<file path="src/common/ocsw_regs.svh">
// Purpose: Constants for the octal switch channel control block.
// Assumes: A 10 MHz core clock.
// Notes:   Register addresses are the 3-bit select codes on the configuration port.
`ifndef OCSW_REGS_SVH
`define OCSW_REGS_SVH

// ==========================================================
// Register select codes
`define OCSW_ADDR_MAP 3'h1
`define OCSW_ADDR_BOL 3'h2
`define OCSW_ADDR_OVL 3'h3
`define OCSW_ADDR_OVT 3'h4
`define OCSW_ADDR_SLE 3'h5
`define OCSW_ADDR_STA 3'h6
`define OCSW_ADDR_CTL 3'h7

// ==========================================================
// Reset values
`define OCSW_RST_MAP 8'h08
`define OCSW_RST_BOL 8'h00
`define OCSW_RST_OVL 8'h00
`define OCSW_RST_OVT 8'h00
`define OCSW_RST_SLE 8'h00
`define OCSW_RST_CTL 8'h00

// ==========================================================
// Field positions
`define OCSW_MAPPED_IN_BIT 3
`define OCSW_DEDICATED_INS 3

// ==========================================================
// Timing
`define OCSW_CLK_MHZ 10
`define OCSW_FAULT_FILTER_US 200
`define OCSW_OVL_OFF_DELAY_US 50
`define OCSW_SLEW_FAST_US 15
`define OCSW_SLEW_SLOW_US 60
`define OCSW_FAULT_FILTER_CYC (`OCSW_FAULT_FILTER_US * `OCSW_CLK_MHZ)
`define OCSW_OVL_OFF_DELAY_CYC (`OCSW_OVL_OFF_DELAY_US * `OCSW_CLK_MHZ)

`endif

</file>
<file path="src/common/ocsw_pkg.sv">
// Purpose: Types shared by the octal switch channel control block.
// Assumes: Eight channels.
// Notes:   Constants live in ocsw_regs.svh.
package ocsw_pkg;
   typedef logic [7:0] ocsw_byte_t;
   typedef logic [2:0] ocsw_addr_t;
endpackage

</file>
<file path="src/verilog/ocsw_sync.sv">
// Purpose: Two-flop synchroniser bank for asynchronous inputs.
// Assumes: Inputs are quasi-static compared with the clock.
// Notes:   The first stage feeds only the second stage.
`timescale 1ns/1ps
module ocsw_sync #(
   parameter int W = 1
) (
   // Clock and reset
   input wire logic ref_clk,
   input wire logic rst_n,
   // Data
   input wire logic [W-1:0] din,
   output logic [W-1:0] dout
);
   logic [W-1:0] meta_q;
   logic [W-1:0] sync_q;

   always_ff @(posedge ref_clk or negedge rst_n) begin
      if (!rst_n) begin
         meta_q <= '0;
         sync_q <= '0;
      end else begin
         meta_q <= din;
         sync_q <= meta_q;
      end
   end

   assign dout = sync_q;
endmodule // ocsw_sync

</file>
<file path="src/verilog/ocsw_channel_ctrl.sv">
// Purpose: Per-channel on/off control and protection for an eight-channel low-side switch.
// Assumes: Pins and analog sensor flags are asynchronous; configuration writes come from
//          serial-interface logic on ref_clk.
// Notes:   Serial framing, diagnosis encoding and the fault pin live elsewhere.
//
// Operation
// - Each channel is driven by its serial bit alone or combined with parallel input.
// - Serial and parallel combine by OR or by AND, as selected.
// - The AND/OR choice is held separately for each of the eight channels.
// - Serial bits are active high; parallel polarity follows the polarity select pin.
// - Polarity select high makes parallel inputs active high; low makes them active low.
// - The mappable fourth input controls any chosen subset of channels via the map.
// - After reset the map routes the mappable input to the fourth channel (map bit 3) only.
// - Each channel has its own slow or fast switching-speed select.
// - Overtemperature trip turns the channel off at once and records a fault.
// - Overtemperature reaction is per channel: auto-restart or latching.
// - Auto-restart turns the channel back on when the sensor clears and input is on.
// - Latching keeps the channel off until a new rising edge of its input.
// - Overtemperature is evaluated only while the channel is on.
// - Sleep pin low forces outputs off and disables diagnosis.
// - Entering sleep clears diagnosis and the serial on/off register.
// - After sleep only channels driven on by parallel inputs turn on.
// - Overload reaction is limit only, or limit followed by shutdown.
// - Limit only: limiting longer than the filter time records an overload fault.
// - Limit only: overload never switches the channel off.
// - Limit plus shutdown: limiting past the off delay latches the channel off.
// - The overload latch clears on a rising edge of the controlling input or on entering sleep.
`timescale 1ns/1ps
`include "ocsw_regs.svh"
module ocsw_channel_ctrl import ocsw_pkg::*; #(
   parameter int NCH = 8,
   parameter int CNT_W = 12,
   parameter int FILTER_CYC = `OCSW_FAULT_FILTER_CYC,
   parameter int OFF_CYC = `OCSW_OVL_OFF_DELAY_CYC
) (
   // Clock and reset
   input wire logic ref_clk,
   input wire logic reset_n,
   // Device pins
   input wire logic sleep_n,
   input wire logic parallel_polarity_select,
   input wire logic [3:0] par_in,
   // Analog sensor flags per channel
   input wire logic [NCH-1:0] ovt_sense,
   input wire logic [NCH-1:0] ilim_sense,
   // Configuration port
   input wire logic cfg_wr,
   input wire logic [2:0] cfg_addr,
   input wire logic [7:0] cfg_wdata,
   input wire logic cfg_defaults,
   input wire logic [2:0] rd_addr,
   output logic [7:0] rd_data,
   // Diagnosis
   input wire logic diag_clr,
   output logic [NCH-1:0] ovt_fault,
   output logic [NCH-1:0] ovl_fault,
   output logic diag_enable,
   // Power stage control
   output logic [NCH-1:0] out_on,
   output logic [NCH-1:0] slew_slow
);
   localparam int NSYNC = 2 * NCH + 6;
   localparam logic [CNT_W-1:0] FILTER_LIM = CNT_W'(FILTER_CYC);
   localparam logic [CNT_W-1:0] OFF_LIM = CNT_W'(OFF_CYC);
   localparam logic [CNT_W-1:0] CNT_MAX = '1;

   // ==========================================================
   // Reset release and input synchronisation
   logic rst_meta_q;
   logic rst_n_s;
   logic [NSYNC-1:0] sync_in;
   logic [NSYNC-1:0] sync_out;
   logic sleep_s;
   logic pol_s;
   logic [3:0] par_s;
   logic [NCH-1:0] ovt_s;
   logic [NCH-1:0] ilim_s;
   always_ff @(posedge ref_clk or negedge reset_n) begin
      if (!reset_n) begin
         rst_meta_q <= 1'b0;
         rst_n_s <= 1'b0;
      end else begin
         rst_meta_q <= 1'b1;
         rst_n_s <= rst_meta_q;
      end
   end

   // The two pulled-up pins enter inverted, so that a cleared synchroniser reads them as high.
   assign sync_in = {ilim_sense, ovt_sense, par_in, ~parallel_polarity_select, ~sleep_n};
   ocsw_sync #(
      .W(NSYNC)
   ) u_sync (
      .ref_clk(ref_clk),
      .rst_n(rst_n_s),
      .din(sync_in),
      .dout(sync_out)
   );
   assign sleep_s = sync_out[0];
   assign pol_s = ~sync_out[1];
   assign par_s = sync_out[5:2];
   assign ovt_s = sync_out[NCH+5:6];
   assign ilim_s = sync_out[2*NCH+5:NCH+6];

   // ==========================================================
   // Configuration registers
   ocsw_byte_t map_q, map_d;
   ocsw_byte_t bol_q, bol_d;
   ocsw_byte_t ovl_q, ovl_d;
   ocsw_byte_t ovt_q, ovt_d;
   ocsw_byte_t sle_q, sle_d;
   ocsw_byte_t ctl_q, ctl_d;
   ocsw_byte_t rd_q, rd_d;
   logic [NCH-1:0] out_q;

   always_comb begin
      map_d = map_q;
      bol_d = bol_q;
      ovl_d = ovl_q;
      ovt_d = ovt_q;
      sle_d = sle_q;
      ctl_d = ctl_q;
      if (cfg_defaults) begin
         map_d = `OCSW_RST_MAP;
         bol_d = `OCSW_RST_BOL;
         ovl_d = `OCSW_RST_OVL;
         ovt_d = `OCSW_RST_OVT;
         sle_d = `OCSW_RST_SLE;
         ctl_d = `OCSW_RST_CTL;
      end else if (cfg_wr) begin
         case (cfg_addr)
            `OCSW_ADDR_MAP: map_d = cfg_wdata;
            `OCSW_ADDR_BOL: bol_d = cfg_wdata;
            `OCSW_ADDR_OVL: ovl_d = cfg_wdata;
            `OCSW_ADDR_OVT: ovt_d = cfg_wdata;
            `OCSW_ADDR_SLE: sle_d = cfg_wdata;
            `OCSW_ADDR_CTL: ctl_d = cfg_wdata;
            default: ;
         endcase
      end
      if (sleep_s) begin
         ctl_d = `OCSW_RST_CTL;
      end
      case (rd_addr)
         `OCSW_ADDR_MAP: rd_d = map_q;
         `OCSW_ADDR_BOL: rd_d = bol_q;
         `OCSW_ADDR_OVL: rd_d = ovl_q;
         `OCSW_ADDR_OVT: rd_d = ovt_q;
         `OCSW_ADDR_SLE: rd_d = sle_q;
         `OCSW_ADDR_STA: rd_d = ocsw_byte_t'(out_q);
         `OCSW_ADDR_CTL: rd_d = ctl_q;
         default: rd_d = 8'h00;
      endcase
   end

   always_ff @(posedge ref_clk or negedge rst_n_s) begin
      if (!rst_n_s) begin
         map_q <= `OCSW_RST_MAP;
         bol_q <= `OCSW_RST_BOL;
         ovl_q <= `OCSW_RST_OVL;
         ovt_q <= `OCSW_RST_OVT;
         sle_q <= `OCSW_RST_SLE;
         ctl_q <= `OCSW_RST_CTL;
         rd_q <= 8'h00;
      end else begin
         map_q <= map_d;
         bol_q <= bol_d;
         ovl_q <= ovl_d;
         ovt_q <= ovt_d;
         sle_q <= sle_d;
         ctl_q <= ctl_d;
         rd_q <= rd_d;
      end
   end

   assign rd_data = rd_q;

   // ==========================================================
   // Parallel input polarity
   logic [3:0] par_act;
   logic mapped_in;

   assign par_act = pol_s ? par_s : ~par_s;
   assign mapped_in = par_act[`OCSW_MAPPED_IN_BIT];

   // ==========================================================
   // Per-channel control and protection
   logic [NCH-1:0] ovt_flt_q;
   logic [NCH-1:0] ovl_flt_q;
   logic [NCH-1:0] slew_q;

   genvar gi;
   generate
      for (gi = 0; gi < NCH; gi++) begin : g_ch
         logic par_bit;
         logic use_par;
         logic eff;
         logic rise;
         logic eprev_q, eprev_d;
         logic ovth_q, ovth_d;
         logic ovlh_q, ovlh_d;
         logic oflt_q, oflt_d;
         logic lflt_q, lflt_d;
         logic on_q, on_d;
         logic sl_q, sl_d;
         logic [CNT_W-1:0] cnt_q, cnt_d;
         logic lim_hit;

         if (gi < `OCSW_DEDICATED_INS) begin : g_ded
            assign par_bit = map_q[gi] ? mapped_in : par_act[gi];
            assign use_par = 1'b1;
         end else begin : g_map
            assign par_bit = map_q[gi] & mapped_in;
            assign use_par = map_q[gi];
         end

         assign eff = !use_par ? ctl_q[gi] : (bol_q[gi] ? (ctl_q[gi] & par_bit) : (ctl_q[gi] | par_bit));
         assign rise = eff & ~eprev_q;
         assign lim_hit = ovl_q[gi] ? (cnt_q == OFF_LIM) : (cnt_q == FILTER_LIM);

         always_comb begin
            eprev_d = sleep_s ? 1'b0 : eff;
            // Overload limiting time, counted only while on and limiting.
            if (sleep_s || !on_q || !ilim_s[gi]) begin
               cnt_d = '0;
            end else if (cnt_q != CNT_MAX) begin
               cnt_d = cnt_q + 1'b1;
            end else begin
               cnt_d = cnt_q;
            end
            if (sleep_s) begin
               ovth_d = 1'b0;
            end else if (on_q && ovt_s[gi]) begin
               ovth_d = 1'b1;
            end else if (ovt_q[gi]) begin
               ovth_d = ovth_q & ~rise;
            end else begin
               ovth_d = ovth_q & ovt_s[gi];
            end
            if (sleep_s) begin
               ovlh_d = 1'b0;
            end else if (ovl_q[gi] && on_q && ilim_s[gi] && lim_hit) begin
               ovlh_d = 1'b1;
            end else begin
               ovlh_d = ovlh_q & ~rise;
            end
            on_d = ~sleep_s & eff & ~ovth_d & ~ovlh_d;
            if (sleep_s) begin
               oflt_d = 1'b0;
            end else if (on_q && ovt_s[gi]) begin
               oflt_d = 1'b1;
            end else begin
               oflt_d = oflt_q & ~diag_clr;
            end
            if (sleep_s) begin
               lflt_d = 1'b0;
            end else if (on_q && ilim_s[gi] && lim_hit) begin
               lflt_d = 1'b1;
            end else begin
               lflt_d = lflt_q & ~diag_clr;
            end
            sl_d = sle_q[gi];
         end

         always_ff @(posedge ref_clk or negedge rst_n_s) begin
            if (!rst_n_s) begin
               eprev_q <= 1'b0;
               ovth_q <= 1'b0;
               ovlh_q <= 1'b0;
               oflt_q <= 1'b0;
               lflt_q <= 1'b0;
               on_q <= 1'b0;
               sl_q <= 1'b0;
               cnt_q <= '0;
            end else begin
               eprev_q <= eprev_d;
               ovth_q <= ovth_d;
               ovlh_q <= ovlh_d;
               oflt_q <= oflt_d;
               lflt_q <= lflt_d;
               on_q <= on_d;
               sl_q <= sl_d;
               cnt_q <= cnt_d;
            end
         end

         assign out_q[gi] = on_q;
         assign ovt_flt_q[gi] = oflt_q;
         assign ovl_flt_q[gi] = lflt_q;
         assign slew_q[gi] = sl_q;
      end
   endgenerate

   // ==========================================================
   // Outputs
   logic diag_en_q;

   always_ff @(posedge ref_clk or negedge rst_n_s) begin
      if (!rst_n_s) begin
         diag_en_q <= 1'b0;
      end else begin
         diag_en_q <= ~sleep_s;
      end
   end

   assign out_on = out_q;
   assign ovt_fault = ovt_flt_q;
   assign ovl_fault = ovl_flt_q;
   assign slew_slow = slew_q;
   assign diag_enable = diag_en_q;
endmodule // ocsw_channel_ctrl

</file>
<file path="config.mk">
export PLATFORM = sky130hd
export DESIGN_NAME = ocsw_channel_ctrl
export DESIGN_NICKNAME = d
export VERILOG_FILES = /design/src/common/ocsw_pkg.sv /design/src/verilog/ocsw_sync.sv /design/src/verilog/ocsw_channel_ctrl.sv
export VERILOG_INCLUDE_DIRS = /design/src /design/src/common
export SDC_FILE = /design/constraint.sdc
export NUM_CORES = 1
export LEC_CHECK = 0
export BUFFER_PORTS_ARGS = -buffer_cell sky130_fd_sc_hd__clkbuf_2
export CAP_MARGIN = 30
export CORE_MARGIN = 1.5
export CORE_UTILIZATION = 58
export DETAILED_ROUTE_END_ITERATION = 8
export PLACE_DENSITY = 0.81
export SYNTH_ARGS = -nofsm -noshare
export SYNTH_HDL_FRONTEND = slang
export SYNTH_HIERARCHICAL = 1
export SYNTH_SLANG_ARGS = --single-unit
</file>
<file path="constraint.sdc">
create_clock -name ref_clk -period 14.29 [get_ports ref_clk]
set_input_delay 0 -clock ref_clk [delete_from_list [all_inputs] [get_ports ref_clk]]
set_output_delay 0 -clock ref_clk [all_outputs]
set_load 0.02 [all_outputs]
</file>
==> results_dict.tcl <==
set metrics [dict create \
    status "finished clean" \
    clk_pin_slew_ns 0.06 \
    antenna_found_initial 0 \
    grt_max_degree 77 \
    crit_required_ns 14.97 \
    hold_viol_final 0 \
    path_class "reg2async" \
    ys_async_sr_fraction_pct 100 \
    antenna_cells 0 \
    path_buf_inv 4 \
    drc_errors 0 \
    vias_per_cell 5.86 \
    crit_chain "buf_4 -> buf_4 -> buf_4 -> buf_16" \
    htree_levels 1 \
    synth_top_area_cell "dfrtp_1" \
    power.static_leakage_nw 5.83 \
    netlist_area_mm2 0.0118 \
    drt-pass1-iter-count 5 \
    cts_resized 0 \
    synth_nets 1234 \
    max_freq_ghz 0.341 \
    grt_overflow 0 \
    io-pin-count 82 \
    layout.nets 1312 \
    fp.coreArea_mm2 0.0201 \
    ys.flop_type "dfrtp_1" \
    setup_tns_ns 0 \
    grt_pass1_vias 8866 \
    slew_viol_final 0 \
    setup_violations 0 \
    relSlewSlack_pct 37.3 \
    netlist-cell-type-count 72 \
    initial_utilization_pct 58.8 \
    cts_root_buffer "clkbuf_16" \
    dp_slack_ns 11.23 \
    wl_per_cell_um 17.1 \
    dp_hpwl_um 17200 \
    synth_edf_count 0 \
    cts_tree "done" \
    finalWorstSetupSlack_ns 11.36 \
    yosysSeqAreaShare_pct 54.0 \
    cp_common_cell "buf_4" \
    worstPathArrival_ns 3.61 \
    drive_gt1_share_pct 12.6 \
    dpl_cell_area_mm2 0.0122 \
    fin_skew_ns 0.00728 \
    netlist_top_cells_area "dfrtp_1 54%, nor2_1 4.4%, nand2_1 4.4%" \
    timing.final.crit_share_pct 20.5 \
    end_kind "async pin" \
    die_w_um 146 \
    netlist_instances 1177 \
    ant_nets 0 \
    rsz0062_at_grt "no" \
    fin_area_mm2 0.0135 \
    critPathLaunchType "register" \
    fp.dieH_um 146 \
    portBuffers 81 \
    clk_path_buf_depth 3 \
    critPathSlowestCell "buf_4" \
    cts_made_buffers 27 \
    grt.total_usage_pct 24.9 \
    clock-sinks 255 \
    yosys.area.top_type_share_pct 53.7 \
    worst_slew_pin_slew_ns 0.936 \
    p_per_area_mw_per_mm2 113 \
    worstSkewPairLatency_ns 0.52 \
    ys_warn_count 6 \
    synth.ff_latch_count 255 \
    rows 52 \
    hp-class "in2reg" \
    dieArea_mm2 0.0213 \
    worst_path_dominant_cell_family "buffers and inverters" \
    nFillCells 1527 \
    fin_crit_ns 2.93 \
    drv_cap 0 \
    syn_avg_cell_area_um2 10.0 \
    drt_wl_total_um 26400 \
    area_growth_pct 14.0 \
    drt_iter0_drc 664 \
    critPathMaxStageDelay_ns 0.84 \
    grt_pass1_wl_um 43400 \
    ir_worst_vdd_uv 94.8 \
    gp_congestion 0.838 \
    vias 9042 \
    critPathMaxFanout 76 \
]
## sequential cells by signal, summed over array words and instances (netlist names)
name / cells
sle_q: 8
rd_data: 8
g_ch.on_q: 8
ovl_q: 8
u_sync/dout: 22
ctl_q: 8
g_ch.cnt_q: 96
ovt_q: 8
g_ch.lflt_q: 8
rst_meta_q: 1
g_ch.ovlh_q: 8
rst_n_s: 1
diag_enable: 1
u_sync/meta_q: 22
map_q: 8
bol_q: 8
g_ch.sl_q: 8
g_ch.ovth_q: 8
g_ch.oflt_q: 8
g_ch.eprev_q: 8
## power by group
| group | switching, W | internal, W |
|---|---|---|
| combinational | 0.0000504 | 0.0000268 |
| clock | 0.000273 | 0.000426 |
| sequential | 0.0000135 | 0.000737 |
## path summary, 6_finish.rpt
kind / slack [ns] / depth (start not counted) / to / start
worst max-delay path: 11.36 / 4 / u_sync/meta_q[8] / rst_n_s
worst min-delay path: 0.07 / 3 / rd_data[3] / rd_addr[1]
worst max register to register: 11.36 / 4 / u_sync/meta_q[8] / rst_n_s
worst min register to register: 0.21 / 0 / g_ch[4].cnt_q[7] / rst_n_s
max in group ref_clk: 11.84 / 6 / g_ch[6].cnt_q[3] / u_sync/dout[0]
min in group asynchronous: 0.21 / 0 / g_ch[4].cnt_q[7] / rst_n_s
## area by class of cell
class                   count  area [µm²]  share of cell area, %
clock inverters            11         136                   1.01
repair buffers            121         813                   6.03
flip-flops and latches    255        6390                   47.4
inverters                  34         128                  0.946
clock buffers              37         763                   5.66
multi-input cells         816        4920                   36.5
well taps                 270         338                   2.51
## cell families after synthesis
| kind of cell | count (synthesis) | share of synthesized area (%) |
|---|---|---|
| fa+ha+maj | 18 | 1.87 |
| flops | 255 | 54.0 |
| xor+xnor | 60 | 4.51 |
| other cells | 1 | 0.0317 |
| buf+inv | 106 | 4.46 |
| mux | 41 | 4.05 |
| compound gates | 193 | 10.4 |
| simple gates | 503 | 20.8 |
## cells in the final DEF (no fill, tap or decap), drive strengths merged, types with 9 or more instances in the layout
cell and instances:
a21oi 73, a22oi 13, nor2 142, clkbuf 118, xor2 38, nor3 17
ha 16, nor4 10, xnor2 22, nand4 37, o21ai 40, a211oi 9
nand2 138, dfrtp 254, inv 35, a31oi 10, and3 27, nor2b 20
and4 10, mux2i 31, dlygate4sd3 35, nand3 54
## tightest hold or removal path: cells and delay by family
kind            cells  cell delay, ns
simple gates        1            0.14
buf+inv             1            0.33
compound gates      1            0.07
## synthesized netlist by cell type (all sizes together), types with 4 or more instances
cell type and instances:
dfrtp 254, nor2 142, nand2 138, a21oi 73, nand3 54, buf 41
o21ai 40, xor2 38, nand4 37, inv 34, clkbuf 31, mux2i 31
and3 27, xnor2 22, nor2b 20, nor3 17, ha 16, a22oi 13
a31oi 10, and4 10, nor4 10, a211oi 9, nand2b 8, or2 8
and2 7, o211ai 6, mux2 5, mux4 5, nor3b 5, or4 5
o41ai 4
## metrics by stage
step / util [%] / power (W) / cells / hold slack, ns
2_1_floorplan: - / 0.000805 / 1177 / -0.296
3_3_place_gp: 60.7 / 0.000829 / 1460 / -0.210
3_5_place_dp: 60.9 / 0.000833 / 1461 / -0.208
4_1_cts: 67.1 / 0.00154 / 1544 / 0.0361
5_1_grt: 67.1 / 0.00158 / 1544 / 0.0622
6_report: 67.1 / 0.00153 / 1544 / 0.0661
## routing by layer
layer	global-route usage, %	wire [µm]	part of all wire (%)	vias up
met1	32.6	11000	42	4445
met3	4.70	1570	5.9	65
met4	9.80	848	3.2	0
met5	0	0	0	-
li1	-	-	-	4262
met2	41.4	13000	49	270
## what timing repair did
item | CTS | global route
hold buffers | 35 | 0
buffers inserted | 0 | 0
endpoints found under the hold margin | 72 | 0
(Power assumes the default switching activity.)
